[config.mk]
export PLATFORM = sky130hd
export DESIGN_NAME = sctl_regs
export DESIGN_NICKNAME = d
export VERILOG_FILES = /design/src/hw/sctl_pkg.sv /design/src/hw/sctl_sync.sv /design/src/hw/sctl_regs.sv
export VERILOG_INCLUDE_DIRS = /design/src /design/src/hw
export SDC_FILE = /design/constraint.sdc
export NUM_CORES = 1
export LEC_CHECK = 0
export BUFFER_PORTS_ARGS = -buffer_cell sky130_fd_sc_hd__buf_2
export CAP_MARGIN = 20
export CORE_AREA = 2 2 122 124
export CTS_CLUSTER_DIAMETER = 80
export DETAILED_ROUTE_END_ITERATION = 10
export DIE_AREA = 0 0 124 126
export PLACE_DENSITY = 0.69
export SETUP_SLACK_MARGIN = 0.3
export SLEW_MARGIN = 20
export SYNTH_ARGS = -nofsm -noshare
export SYNTH_HDL_FRONTEND = slang
export SYNTH_SLANG_ARGS = --single-unit
[constraint.sdc]
create_clock -name clk -period 2.7 [get_ports clk]
set_input_delay 0.405 -clock clk [delete_from_list [all_inputs] [get_ports clk]]
set_output_delay 0.405 -clock clk [all_outputs]
set_load 0.005 [all_outputs]
[src/hw/sctl_defs.svh]
// register offsets, field positions, reset values and keys for the system control bank
`ifndef SCTL_DEFS_SVH
`define SCTL_DEFS_SVH

`define SCTL_OFF_INTERRUPT_CONTROL_STATE_REG_CTL 12'h004
`define SCTL_OFF_VTB 12'h008
`define SCTL_OFF_AIRC 12'h00C
`define SCTL_OFF_STATUS 12'h010

`define SCTL_DSV_SET_BIT 28
`define SCTL_DSV_CLR_BIT 27
`define SCTL_TICK_SET_BIT 26
`define SCTL_TICK_CLR_BIT 25
`define SCTL_CUR_EXC_MSB 8

`define SCTL_TBL_MSB 31
`define SCTL_TBL_LSB 7
`define SCTL_TBL_RAZ_BITS 2
`define SCTL_TBL_RESET_DEFAULT 25'h0000000

`define SCTL_KEY_MSB 31
`define SCTL_KEY_LSB 16
`define SCTL_WRITE_KEY 16'h05FA
`define SCTL_READ_KEY 16'hFA05
`define SCTL_ENDIAN_BIT 15
`define SCTL_PRIGRP_MSB 10
`define SCTL_PRIGRP_LSB 8
`define SCTL_PRIGRP_RESET 3'h0
`define SCTL_SYSRSTREQ_BIT 2
`define SCTL_ACTCLR_BIT 1
`define SCTL_LOCRST_BIT 0

`define SCTL_RESET_PULSE_NS 20
`define SCTL_CLK_PERIOD_NS 5
`define SCTL_RESET_PULSE_CYC ((`SCTL_RESET_PULSE_NS + `SCTL_CLK_PERIOD_NS - 1) / `SCTL_CLK_PERIOD_NS)

`endif

[src/hw/sctl_pkg.sv]
// types for the system control register bank
package sctl_pkg;
  typedef enum logic [1:0] {
    SCTL_RST_IDLE,
    SCTL_RST_PULSE,
    SCTL_RST_WAIT
  } sctl_rst_state_t;
endpackage

[src/hw/sctl_sync.sv]
// two flip-flop synchroniser for pin-level inputs
`timescale 1ns/1ps
module sctl_sync #(
  parameter int WIDTH = 1
) (
  // clock and reset
  input wire logic clk,
  input wire logic rst_b,
  input wire logic clk_en,
  // data
  input wire logic [WIDTH-1:0] async_in,
  output logic [WIDTH-1:0] sync_out
);
  logic [WIDTH-1:0] stage1;

  // first stage feeds only the second stage
  always_ff @(posedge clk or negedge rst_b) begin
    if (!rst_b) begin
      stage1 <= '0;
      sync_out <= '0;
    end else if (clk_en) begin
      stage1 <= async_in;
      sync_out <= stage1;
    end
  end
endmodule

[src/hw/sctl_regs.sv]
// system control registers: pend control, vector table base and keyed reset control over apb
`timescale 1ns/1ps
`include "sctl_defs.svh"

// How it works
// - current exception mirrors active number bits 8:0
// - table base holds address bits 31:7
// - unsupplied table address bits are zero
// - top table base bits read zero
// - table base resets from configuration inputs
// - all-ones write reads back implemented bits
// - reset control write needs key 05FA
// - reset control reads return key FA05
// - bit 15 shows byte order from strap
// - priority grouping bits 10:8 reset zero
// - writing reset request raises external request
// - local or power-on reset clears request
// - active clear bit zeroes all active state
// - local reset bit pulses then self-clears
// - bit 28 pends deferred service, 27 clears
// - bit 26 pends tick, 25 clears
module sctl_regs (
  // clock and reset
  input wire logic clk,
  input wire logic rst_b,
  input wire logic clk_en,
  // apb slave
  input wire logic psel,
  input wire logic penable,
  input wire logic pwrite,
  input wire logic [11:0] paddr,
  input wire logic [31:0] pwdata,
  output logic [31:0] prdata,
  output logic pready,
  output logic pslverr,
  // configuration straps, from pins
  input wire logic [24:0] cfg_table_base,
  input wire logic cfg_big_endian,
  // processor state
  input wire logic [8:0] active_exception_number,
  input wire logic dsv_pend_hw_set,
  input wire logic dsv_pend_hw_clr,
  input wire logic tick_pend_hw_set,
  input wire logic tick_pend_hw_clr,
  input wire logic local_reset_done,
  // outputs to the core and reset logic
  output logic [31:0] vector_table_addr,
  output logic [2:0] priority_grouping,
  output logic deferred_service_pending,
  output logic system_tick_pending,
  output logic active_state_clear,
  output logic local_reset_req,
  output logic system_reset_request
);
  localparam logic [24:0] TBL_MASK = {{`SCTL_TBL_RAZ_BITS{1'b0}}, {(25 - `SCTL_TBL_RAZ_BITS){1'b1}}};
  localparam logic [2:0] PULSE_CYC = 3'(`SCTL_RESET_PULSE_CYC);

  ////////////////////////////////////////////////////////////////////////////
  // access decode

  function automatic logic is_reg(input logic [11:0] addr, input logic [11:0] off);
    is_reg = (addr[11:2] == off[11:2]);
  endfunction

  logic [24:0] cfg_sync;
  logic endian_sync;
  logic strap_taken;
  logic [24:0] table_base_field;
  logic big_endian;
  logic wr_fire;
  logic rd_fire;
  logic key_ok;
  logic mapped;
  logic [31:0] next_prdata;
  sctl_pkg::sctl_rst_state_t rst_state;
  logic [2:0] pulse_cnt;

  sctl_sync #(
    .WIDTH(26)
  ) u_sync (
    .clk(clk),
    .rst_b(rst_b),
    .clk_en(clk_en),
    .async_in({cfg_big_endian, cfg_table_base}),
    .sync_out({endian_sync, cfg_sync})
  );

  assign wr_fire = psel && penable && pwrite && !pready;
  assign rd_fire = psel && penable && !pwrite && !pready;
  assign key_ok = (pwdata[`SCTL_KEY_MSB:`SCTL_KEY_LSB] == `SCTL_WRITE_KEY);
  assign mapped = is_reg(paddr, `SCTL_OFF_INTERRUPT_CONTROL_STATE_REG_CTL) || is_reg(paddr, `SCTL_OFF_VTB)
                  || is_reg(paddr, `SCTL_OFF_AIRC) || is_reg(paddr, `SCTL_OFF_STATUS);

  ////////////////////////////////////////////////////////////////////////////
  // apb handshake: one wait state, answer in the second access cycle

  always_ff @(posedge clk or negedge rst_b) begin
    if (!rst_b) begin
      pready <= 1'b0;
      pslverr <= 1'b0;
    end else if (clk_en) begin
      pready <= psel && penable && !pready;
      pslverr <= psel && penable && !pready && !mapped;
    end
  end

  ////////////////////////////////////////////////////////////////////////////
  // straps captured after reset release; the synchroniser needs two edges first

  logic [1:0] strap_wait;

  always_ff @(posedge clk or negedge rst_b) begin
    if (!rst_b) begin
      strap_wait <= 2'h0;
      strap_taken <= 1'b0;
    end else if (clk_en) begin
      if (strap_wait != 2'h3) begin
        strap_wait <= strap_wait + 2'h1;
      end
      strap_taken <= (strap_wait == 2'h2) || strap_taken;
    end
  end

  always_ff @(posedge clk or negedge rst_b) begin
    if (!rst_b) begin
      big_endian <= 1'b0;
    end else if (clk_en && strap_wait == 2'h2 && !strap_taken) begin
      big_endian <= endian_sync;
    end
  end

  ////////////////////////////////////////////////////////////////////////////
  // vector table base

  always_ff @(posedge clk or negedge rst_b) begin
    if (!rst_b) begin
      table_base_field <= `SCTL_TBL_RESET_DEFAULT;
    end else if (clk_en) begin
      if (strap_wait == 2'h2 && !strap_taken) begin
        table_base_field <= cfg_sync & TBL_MASK;
      end else if (wr_fire && is_reg(paddr, `SCTL_OFF_VTB)) begin
        table_base_field <= pwdata[`SCTL_TBL_MSB:`SCTL_TBL_LSB] & TBL_MASK;
      end
    end
  end

  // low address bits forced to zero
  always_ff @(posedge clk or negedge rst_b) begin
    if (!rst_b) begin
      vector_table_addr <= 32'h00000000;
    end else if (clk_en) begin
      vector_table_addr <= {table_base_field, 7'h00};
    end
  end

  ////////////////////////////////////////////////////////////////////////////
  // pend bits; hardware set wins over any clear in the same cycle

  always_ff @(posedge clk or negedge rst_b) begin
    if (!rst_b) begin
      deferred_service_pending <= 1'b0;
    end else if (clk_en) begin
      if (dsv_pend_hw_set || (wr_fire && is_reg(paddr, `SCTL_OFF_INTERRUPT_CONTROL_STATE_REG_CTL) && pwdata[`SCTL_DSV_SET_BIT])) begin
        deferred_service_pending <= 1'b1;
      end else if (dsv_pend_hw_clr || (wr_fire && is_reg(paddr, `SCTL_OFF_INTERRUPT_CONTROL_STATE_REG_CTL)
                   && pwdata[`SCTL_DSV_CLR_BIT])) begin
        deferred_service_pending <= 1'b0;
      end
    end
  end

  always_ff @(posedge clk or negedge rst_b) begin
    if (!rst_b) begin
      system_tick_pending <= 1'b0;
    end else if (clk_en) begin
      if (tick_pend_hw_set || (wr_fire && is_reg(paddr, `SCTL_OFF_INTERRUPT_CONTROL_STATE_REG_CTL) && pwdata[`SCTL_TICK_SET_BIT])) begin
        system_tick_pending <= 1'b1;
      end else if (tick_pend_hw_clr || (wr_fire && is_reg(paddr, `SCTL_OFF_INTERRUPT_CONTROL_STATE_REG_CTL)
                   && pwdata[`SCTL_TICK_CLR_BIT])) begin
        system_tick_pending <= 1'b0;
      end
    end
  end

  ////////////////////////////////////////////////////////////////////////////
  // keyed reset control register

  always_ff @(posedge clk or negedge rst_b) begin
    if (!rst_b) begin
      priority_grouping <= `SCTL_PRIGRP_RESET;
    end else if (clk_en && wr_fire && is_reg(paddr, `SCTL_OFF_AIRC) && key_ok) begin
      priority_grouping <= pwdata[`SCTL_PRIGRP_MSB:`SCTL_PRIGRP_LSB];
    end
  end

  // request held until the local reset it asked for has happened
  always_ff @(posedge clk or negedge rst_b) begin
    if (!rst_b) begin
      system_reset_request <= 1'b0;
    end else if (clk_en) begin
      if (local_reset_done || rst_state == sctl_pkg::SCTL_RST_PULSE) begin
        system_reset_request <= 1'b0;
      end else if (wr_fire && is_reg(paddr, `SCTL_OFF_AIRC) && key_ok && pwdata[`SCTL_SYSRSTREQ_BIT]) begin
        system_reset_request <= 1'b1;
      end
    end
  end

  // one-cycle strobe; the core clears its active state and number
  always_ff @(posedge clk or negedge rst_b) begin
    if (!rst_b) begin
      active_state_clear <= 1'b0;
    end else if (clk_en) begin
      active_state_clear <= wr_fire && is_reg(paddr, `SCTL_OFF_AIRC) && key_ok
                            && pwdata[`SCTL_ACTCLR_BIT];
    end
  end

  // local reset: fixed-width pulse, then one cycle in the wait state before returning to idle
  always_ff @(posedge clk or negedge rst_b) begin
    if (!rst_b) begin
      rst_state <= sctl_pkg::SCTL_RST_IDLE;
      pulse_cnt <= 3'h0;
      local_reset_req <= 1'b0;
    end else if (clk_en) begin
      unique case (rst_state)
        sctl_pkg::SCTL_RST_IDLE: begin
          if (wr_fire && is_reg(paddr, `SCTL_OFF_AIRC) && key_ok && pwdata[`SCTL_LOCRST_BIT]) begin
            rst_state <= sctl_pkg::SCTL_RST_PULSE;
            pulse_cnt <= PULSE_CYC;
            local_reset_req <= 1'b1;
          end
        end
        sctl_pkg::SCTL_RST_PULSE: begin
          if (pulse_cnt == 3'h1) begin
            rst_state <= sctl_pkg::SCTL_RST_WAIT;
            local_reset_req <= 1'b0;
          end
          pulse_cnt <= pulse_cnt - 3'h1;
        end
        sctl_pkg::SCTL_RST_WAIT: begin
          rst_state <= sctl_pkg::SCTL_RST_IDLE;
        end
      endcase
    end
  end

  ////////////////////////////////////////////////////////////////////////////
  // read data; write-only bits and reserved bits read zero

  always_comb begin
    next_prdata = 32'h00000000;
    if (is_reg(paddr, `SCTL_OFF_INTERRUPT_CONTROL_STATE_REG_CTL)) begin
      next_prdata[`SCTL_DSV_SET_BIT] = deferred_service_pending;
      next_prdata[`SCTL_TICK_SET_BIT] = system_tick_pending;
      next_prdata[`SCTL_CUR_EXC_MSB:0] = active_exception_number;
    end else if (is_reg(paddr, `SCTL_OFF_VTB)) begin
      next_prdata[`SCTL_TBL_MSB:`SCTL_TBL_LSB] = table_base_field;
    end else if (is_reg(paddr, `SCTL_OFF_AIRC)) begin
      next_prdata[`SCTL_KEY_MSB:`SCTL_KEY_LSB] = `SCTL_READ_KEY;
      next_prdata[`SCTL_ENDIAN_BIT] = big_endian;
      next_prdata[`SCTL_PRIGRP_MSB:`SCTL_PRIGRP_LSB] = priority_grouping;
      next_prdata[`SCTL_SYSRSTREQ_BIT] = system_reset_request;
    end else if (is_reg(paddr, `SCTL_OFF_STATUS)) begin
      next_prdata[0] = local_reset_req;
      next_prdata[1] = (rst_state != sctl_pkg::SCTL_RST_IDLE);
      next_prdata[2] = strap_taken;
    end
  end

  always_ff @(posedge clk or negedge rst_b) begin
    if (!rst_b) begin
      prdata <= 32'h00000000;
    end else if (clk_en) begin
      if (rd_fire) begin
        prdata <= next_prdata;
      end else begin
        prdata <= 32'h00000000;
      end
    end
  end
endmodule

==> key figures, run 1 <==
Outcome
  – Status: finished clean

Placement
  – Cell Count Post-Placement: between 700 and 800
  – Count of buffers from port buffering: around 150
  – Placer congestion estimate: between 0.7 and 0.8
  – HPWL after DPL: between 10000 and 15000 um
  – Minimum setup slack after placement: ~240 ps

Floorplan
  – I/O Pins: 164
  – Chip height: 126 um
  – Overall die width: ~120 um
  – Number of rows in the core area: 44
  – Total die area: 15600 um^2
  – Starting utilization of the core area: roughly 44%
  – Area of the core: between 10000 and 15000 um^2

Route
  – Detailed router's first-iteration violation count: between 200 and 250
  – Residual antenna-violating net count after detailed routing: 0
  – Remaining DRCs: 0
  – First-pass detailed-route iteration total: 4
  – Final routed wire length divided by cell count: approximately 18 um
  – Routed WL: 14900 um
  – Vias: 4415
  – Ratio of routed vias to standard cells: about 5.4

CTS
  – Clock-pin slew of the registers on the worst-case setup and hold paths: roughly 60 ps
  – Post-cts gate resize count: 0
  – Clk root buf: sky130_fd_sc_hd__clkbuf_16
  – TritonCTS Buffers: 17
  – Number of sinks driven by the clock tree: approximately 140
  – Bufs on Longest Clock Path: 2
  – Clock latency reported for the late side of the worst-skew pair: roughly 430 ps
  – TritonCTS clock tree: built
  – H-tree level count: 4

Timing
  – Count of pins over their slew limit: 0
  – Setup violations, final: 0
  – Unrepaired setup endpoints after global routing: false
  – Min Hold Slack: slightly above 200 ps
  – Number of hold violations in the final report: 0
  – Total negative setup slack: 0 ps
  – Worst Setup Slack, final: around 700 ps
  – Setup skew after layout: 14.2 ps
  – Headroom to the max-slew limit: between 60% and 70%
  – Share of the cycle needed by the critical path after routing: around three quarters
  – Time the final worst path needs with I/O delays and setup: approximately 2000 ps
  – Maximum clock rate: 500 MHz
  – Pin slew with the least headroom to its limit: 554 ps

Synthesis
  – Seq/Total Area, Yosys: between 50% and 60%
  – Cell area after synthesis: approximately 6400 um^2
  – Syn avg cell area: around 13 um^2
  – Async S/R FF share, synth: 100%
  – Primary FF master, synth: sky130_fd_sc_hd__dfrtp_1
  – Warnings, synthesis: 0
  – Synthesized instance count: roughly 470
  – Number of enable-type register cells in the synthesized netlist: 0
  – Number of library cell types mapped by synthesis: 51
  – Synthesized flop and latch total: 144

Run
  – Number of max-cap violations: 0

Layout
  – Final standard cell count with taps included and fillers excluded: 825
  – Area added between synthesis and finish: 25.1%
  – Count of nets after finishing: between 700 and 800
  – Fill cells: approximately 1.2k
  – Share of layout cells above drive strength 1: roughly half

Worst setup path
  – Crit-path cells: and4b_1, nand2_1, nor4_4, mux2_2
  – CP Data Arrival Time: around 2300 ps
  – Buffers plus inverters on the worst setup path: 0
  – Crit path largest cell delay: 550 ps
  – Kind of start point of the critical path: register
  – Library cell contributing the largest single delay on the critical path: sky130_fd_sc_hd__nor4_4
  – CP Class: register to register
  – Required time of the critical path: about 3000 ps
  – Flop2flop setup slack: 700 ps
  – Worst setup EP type: register
  – Critical-path maximum fanout: 5
  – Critical path's top delay family: simple AND/OR/NAND/NOR gates

Hold path
  – Path class of the lowest-slack min-delay path: input pin to register

Pwr
  – Worst IR Drop VDD: 0.446 mV
  – Leakage power summed over all cells: ~3.9 nW
  – Total power divided by cell area: roughly 850 nW/um^2
  – Post-route total power: about 6.8 mW

Global routing
  – Antenna violations before repair: 1
  – Largest net degree at the start of global routing: roughly 80
  – First-pass GRT wire length: about 24000 um
  – Global Route Usage Sum: between 20% and 30%
  – Aggregate global routing overflow: 0
  – Number of global-route vias before repair: between 4k and 5k
[sequential cells by signal, indices dropped and copies added, names as in the netlist, 2 cells and up]
| signal | flops |
|---|---|
| prdata | 31 |
| u_sync.stage1 | 24 |
| u_sync.sync_out | 24 |
| table_base_field | 23 |
| vector_table_addr | 23 |
| priority_grouping | 3 |
| pulse_cnt | 3 |
| rst_state | 2 |
| strap_wait | 2 |
[metrics by stage]
stage	instance area, um^2	util, %
6_report	7950	55.6
5_1_grt	7950	55.5
3_3_place_gp	7300	51.0
2_1_floorplan	6390	-
4_1_cts	7950	55.5
3_5_place_dp	7300	51.0
[power by group]
part	internal, mW	switching (mW)	leakage, nW	total [mW]
clock network	1.64	0.870	0.309	2.51
registers	2.66	0.332	1.81	2.99
logic	0.704	0.566	1.74	1.27
total	5.00	1.77	3.86	6.77
[timing repair]
action	4_1_cts	5_1_grt
buffers inserted	0	0
endpoints found under the hold margin	37	0
hold buffers	1	0
[area by class of cell]
| cell class | instances | area (um^2) | share of cell area, % |
|---|---|---|---|
| multi-input cells | 290 | 2560 | 32.2 |
| repair buffers | 161 | 867 | 10.9 |
| clock inverters | 9 | 154 | 1.94 |
| flip-flops and latches | 144 | 3600 | 45.3 |
| inverters | 13 | 48.8 | 0.614 |
| clock buffers | 23 | 488 | 6.14 |
| diodes | 1 | 2.50 | 0.0315 |
| well taps | 184 | 230 | 2.90 |
[cell families after synthesis]
family                   synth area share (%)
multiplexers                             21.6
XOR/XNOR                                0.276
adder cells (fa/ha/maj)                  1.18
flip-flops                               56.7
AND/OR/NAND/NOR                          8.74
other                                  0.0590
AO/OA/AOI/OAI                            7.85
buffers and inverters                    3.60
[placed cells by master (no fill, tap or decap), types with 3 or more instances in the layout]
cell,n
sky130_fd_sc_hd__o2bb2ai_1,7
sky130_fd_sc_hd__o211ai_1,3
sky130_fd_sc_hd__clkbuf_16,17
sky130_fd_sc_hd__and4b_1,4
sky130_fd_sc_hd__nand4_1,8
sky130_fd_sc_hd__nor3b_1,3
sky130_fd_sc_hd__a21oi_1,5
sky130_fd_sc_hd__and4_1,4
sky130_fd_sc_hd__o21ai_0,3
sky130_fd_sc_hd__buf_4,14
sky130_fd_sc_hd__dfrtp_1,144
sky130_fd_sc_hd__nor3_1,7
sky130_fd_sc_hd__mux2_2,122
sky130_fd_sc_hd__bufinv_16,4
sky130_fd_sc_hd__conb_1,9
sky130_fd_sc_hd__nor2b_1,9
sky130_fd_sc_hd__clkbuf_8,4
sky130_fd_sc_hd__nand2b_1,3
sky130_fd_sc_hd__nand3_1,4
sky130_fd_sc_hd__a22o_1,16
sky130_fd_sc_hd__nand2_1,11
sky130_fd_sc_hd__a221o_1,10
sky130_fd_sc_hd__buf_2,144
sky130_fd_sc_hd__nor2_1,22
sky130_fd_sc_hd__ha_1,6
sky130_fd_sc_hd__inv_1,13
[synthesized netlist by cell type, drive strengths merged (2+ instances only)]
cell,instances,area (um^2)
a211oi,2,15.0
a21o,2,15.0
nand3,4,20.0
o21ai,4,23.8
a21oi,5,25.0
o311a,2,20.0
nand2b,3,18.8
nor3,8,45.0
and4b,4,40.0
nor2b,9,56.3
a221o,10,100
a311oi,2,17.5
buf,17,113
ha,6,75.1
nor4,4,55.1
nand4,8,50.1
o2bb2ai,7,61.3
and4,4,35.0
a22o,16,140
dfrtp,144,3600
mux2,122,1370
nor3b,3,22.5
nand2,11,41.3
o211ai,3,22.5
or4,2,15.0
inv,13,48.8
clkbuf,18,67.6
nor2,23,86.3
[worst paths after layout]
| check | start | to | cells after the start |
|---|---|---|---|
| worst max-delay path | pready | priority_grouping[1] | 4 |
| worst min-delay path | pwdata[1] | active_state_clear | 2 |
| worst max register to register | pready | priority_grouping[1] | 4 |
| worst min register to register | prdata[25] | prdata[25] | 1 |
| max in group asynchronous | rst_b | table_base_field[22] | 3 |
| min in group asynchronous | rst_b | u_sync.sync_out[21] | 2 |
[routing by layer]
metal | vias to the layer above | wire length, um | global-route usage [%]
li1 | 2029 | - | -
met2 | 105 | 7550 | 33.0
met4 | 0 | 274 | 7.73
met1 | 2258 | 6340 | 26.6
met5 | - | 0 | 0
met3 | 23 | 735 | 5.48
Power figures use the tool's default switching activity.
==> run 2, diff against run 1 <==
==> constraint.sdc (replaced) <==
create_clock -name clk -period 1.9 [get_ports clk]
set_input_delay 0.285 -clock clk [delete_from_list [all_inputs] [get_ports clk]]
set_output_delay 0.285 -clock clk [all_outputs]
set_load 0.005 [all_outputs]
==> run 2 against run 1 <==
Setup slack worse by 580 ps. Die area unchanged. Worst hold slack worse by 110 ps.
==> key figures, run 2 (synthesis results as in run 1) <==
CTS
  – Bufs on Longest Clock Path: 2 (unchanged)
  – Clk root buf: sky130_fd_sc_hd__clkbuf_16
  – TritonCTS Buffers: 17 (unchanged)
  – Clock-pin slew of the registers on the worst-case setup and hold paths: 60 ps (about the same)
  – Number of sinks driven by the clock tree: 144 (unchanged)
  – Clock latency reported for the late side of the worst-skew pair: 410 ps (-20 ps)
  – TritonCTS clock tree: built
  – H-tree level count: 4 (unchanged)

Timing
  – Time the final worst path needs with I/O delays and setup: 1780 ps (-215 ps)
  – Maximum clock rate: 561 MHz (+12%)
  – Number of hold violations in the final report: 0 (unchanged)
  – Total negative setup slack: 0 ps (unchanged)
  – Count of pins over their slew limit: 0 (unchanged)
  – Setup skew after layout: 6.84 ps (-7.41 ps)
  – Worst Setup Slack, final: 116 ps (-585 ps)
  – Pin slew with the least headroom to its limit: 570 ps (+15.8 ps)
  – Headroom to the max-slew limit: 62.0% (-1.1 points)
  – Share of the cycle needed by the critical path after routing: 93.9% (+20 points)
  – Setup violations, final: 0 (unchanged)
  – Unrepaired setup endpoints after global routing: true
  – Min Hold Slack: 92.8 ps (-110 ps)

Floorplan
  – Number of rows in the core area: 44 (unchanged)
  – Chip height: 126 um (unchanged)
  – Starting utilization of the core area: 44.4% (unchanged)
  – Overall die width: 124 um (unchanged)
  – Total die area: 15600 um^2 (unchanged)
  – I/O Pins: 164 (unchanged)
  – Area of the core: 14300 um^2 (unchanged)

Placement
  – Placer congestion estimate: 0.863 (+11%)
  – Post-placement cell area: 7520 um^2 (+3.1%)
  – Minimum setup slack after placement: -43.8 ps (-283 ps)
  – HPWL after DPL: 10700 um (+1.0%)
  – Cell Count Post-Placement: 806 (+1.9%)
  – Count of buffers from port buffering: 146 (unchanged)

Layout
  – Share of the core filled with cells in the final layout: 59.8% (+4.2 points)
  – Area added between synthesis and finish: 34.6%
  – Commonest cells after routing, fill and taps aside: sky130_fd_sc_hd__dfrtp_1, sky130_fd_sc_hd__buf_2, sky130_fd_sc_hd__mux2_2
  – Reg with most FFs: prdata
  – Flip-flop count of the largest register, all copies and words added: 31 (unchanged)
  – Count of nets after finishing: 758 (+4.8%)
  – Registers with the highest flip-flop counts: prdata (31), u_sync.stage1 (24), u_sync.sync_out (24)
  – Final standard cell count with taps included and fillers excluded: 859 (+4.1%)
  – Antenna diode count: 0 (-1)
  – Total non-filler cell area in the finished layout: 8560 um^2 (+7.6%)
  – Share of layout cells above drive strength 1: 55.7% (+5.9 points)
  – Fill cells: 1160 (-2.2%)

Global routing
  – Aggregate global routing overflow: 0 (unchanged)
  – Global Route Usage Sum: 21.2% (+0.64 points)
  – Antenna violations before repair: 1 (unchanged)
  – First-pass GRT wire length: 25100 um (+4.0%)
  – Number of global-route vias before repair: 4753 (+3.0%)
  – Largest net degree at the start of global routing: 46 (-43%)

Route
  – First-pass detailed-route iteration total: 4 (unchanged)
  – Residual antenna-violating net count after detailed routing: 0 (unchanged)
  – Routed WL: 16200 um (+8.7%)
  – Final routed wire length divided by cell count: 18.9 um (+4.4%)
  – Detailed router's first-iteration violation count: 241 (+4.8%)
  – Ratio of routed vias to standard cells: 5.45 (+1.9%)
  – Remaining DRCs: 0 (unchanged)
  – Vias: 4682 (+6.0%)

Worst setup path
  – Buffers plus inverters on the worst setup path: 3 (+3)
  – Required time of the critical path: 2190 ps (-810 ps)
  – Library cell contributing the largest single delay on the critical path: sky130_fd_sc_hd__dfrtp_1
  – CP Class: register to register
  – Critical-path maximum fanout: 5 (unchanged)
  – Crit path largest cell delay: 380 ps (-170 ps)
  – Critical path's top delay family: flip-flops
  – CP Data Arrival Time: 2080 ps (-220 ps)
  – Logic depth of the worst register-to-register path: 8 (+4)
  – Crit-path cells: inv_1, ha_2, nand2b_1, or2_4, o21ai_4, buf_6, clkbuf_16, mux2_4
  – Crit. path cell count: 8 (+4)
  – Kind of start point of the critical path: register
  – Worst setup EP type: register

Outcome
  – Status: finished clean

Pwr
  – Leakage power summed over all cells: 4.17 nW (+7.8%)
  – Post-route total power: 9.84 mW (+45%)
  – Worst IR Drop VDD: 0.654 mV (+47%)
  – Total power divided by cell area: 1150 nW/um^2 (+35%)

Hold path
  – Depth of the worst hold-timing path: 2 (unchanged)
  – Path class of the lowest-slack min-delay path: input pin to register

Run
  – Number of max-cap violations: 0 (unchanged)
run 2: cell count changes in the layout (fill, tap and decap cells not counted), moves of 5 or more:
cell,before,now
sky130_fd_sc_hd__mux2_2,122,97
sky130_fd_sc_hd__o2bb2ai_2,0,5
sky130_fd_sc_hd__buf_12,1,6
sky130_fd_sc_hd__buf_4,14,35
sky130_fd_sc_hd__o2bb2ai_1,7,2
sky130_fd_sc_hd__mux2_4,0,25
sky130_fd_sc_hd__buf_6,1,7
run 2: final timing paths:
check                      slack (ps)                        from                    end
min in group asynchronous         340                       rst_b  vector_table_addr[29]
setup / recovery                  120               strap_wait[0]    table_base_field[7]
hold / removal                     90  active_exception_number[6]              prdata[6]
hold reg to reg                   490                  prdata[16]             prdata[16]
setup reg to reg                  120               strap_wait[0]    table_base_field[7]
max in group asynchronous         860                       rst_b      u_sync.stage1[15]
run 2: final cells by class:
class                   instances  area [um^2]  share of cell area, %
flip-flops and latches        144         3600                   42.1
multi-input cells             290         2800                   32.7
repair buffers                196         1270                   14.9
clock buffers                  24          502                   5.86
well taps                     184          230                   2.69
clock inverters                 8          101                   1.18
inverters                      13         48.8                  0.570
run 2: repair_timing:
item                                    CTS  global route
cloned                                    2             1
hold endpoints to repair                 31             0
hold buffers                              1             0
gates resized for setup                  22            36
endpoints found under the setup margin   37            50
setup buffers                            11             6
pin swaps                                 6            12
run 2: power breakdown:
| group | switching, mW | total (mW) | internal (mW) | leakage [nW] |
|---|---|---|---|---|
| clock network | 1.23 | 3.34 | 2.11 | 0.289 |
| logic | 0.940 | 2.23 | 1.29 | 2.06 |
| registers | 0.491 | 4.27 | 3.78 | 1.81 |
| total | 2.66 | 9.84 | 7.18 | 4.17 |
run 2: layer usage:
metal | wire (um) | share of wire (%) | up-vias | track usage [%]
met1 | 6910 | 43 | 2420 | 25.9
li1 | - | - | 2114 | -
met5 | 13 | 0.080 | - | 0
met3 | 660 | 4.1 | 26 | 4.98
met2 | 8280 | 51 | 120 | 36.1
met4 | 330 | 2.0 | 2 | 8.06
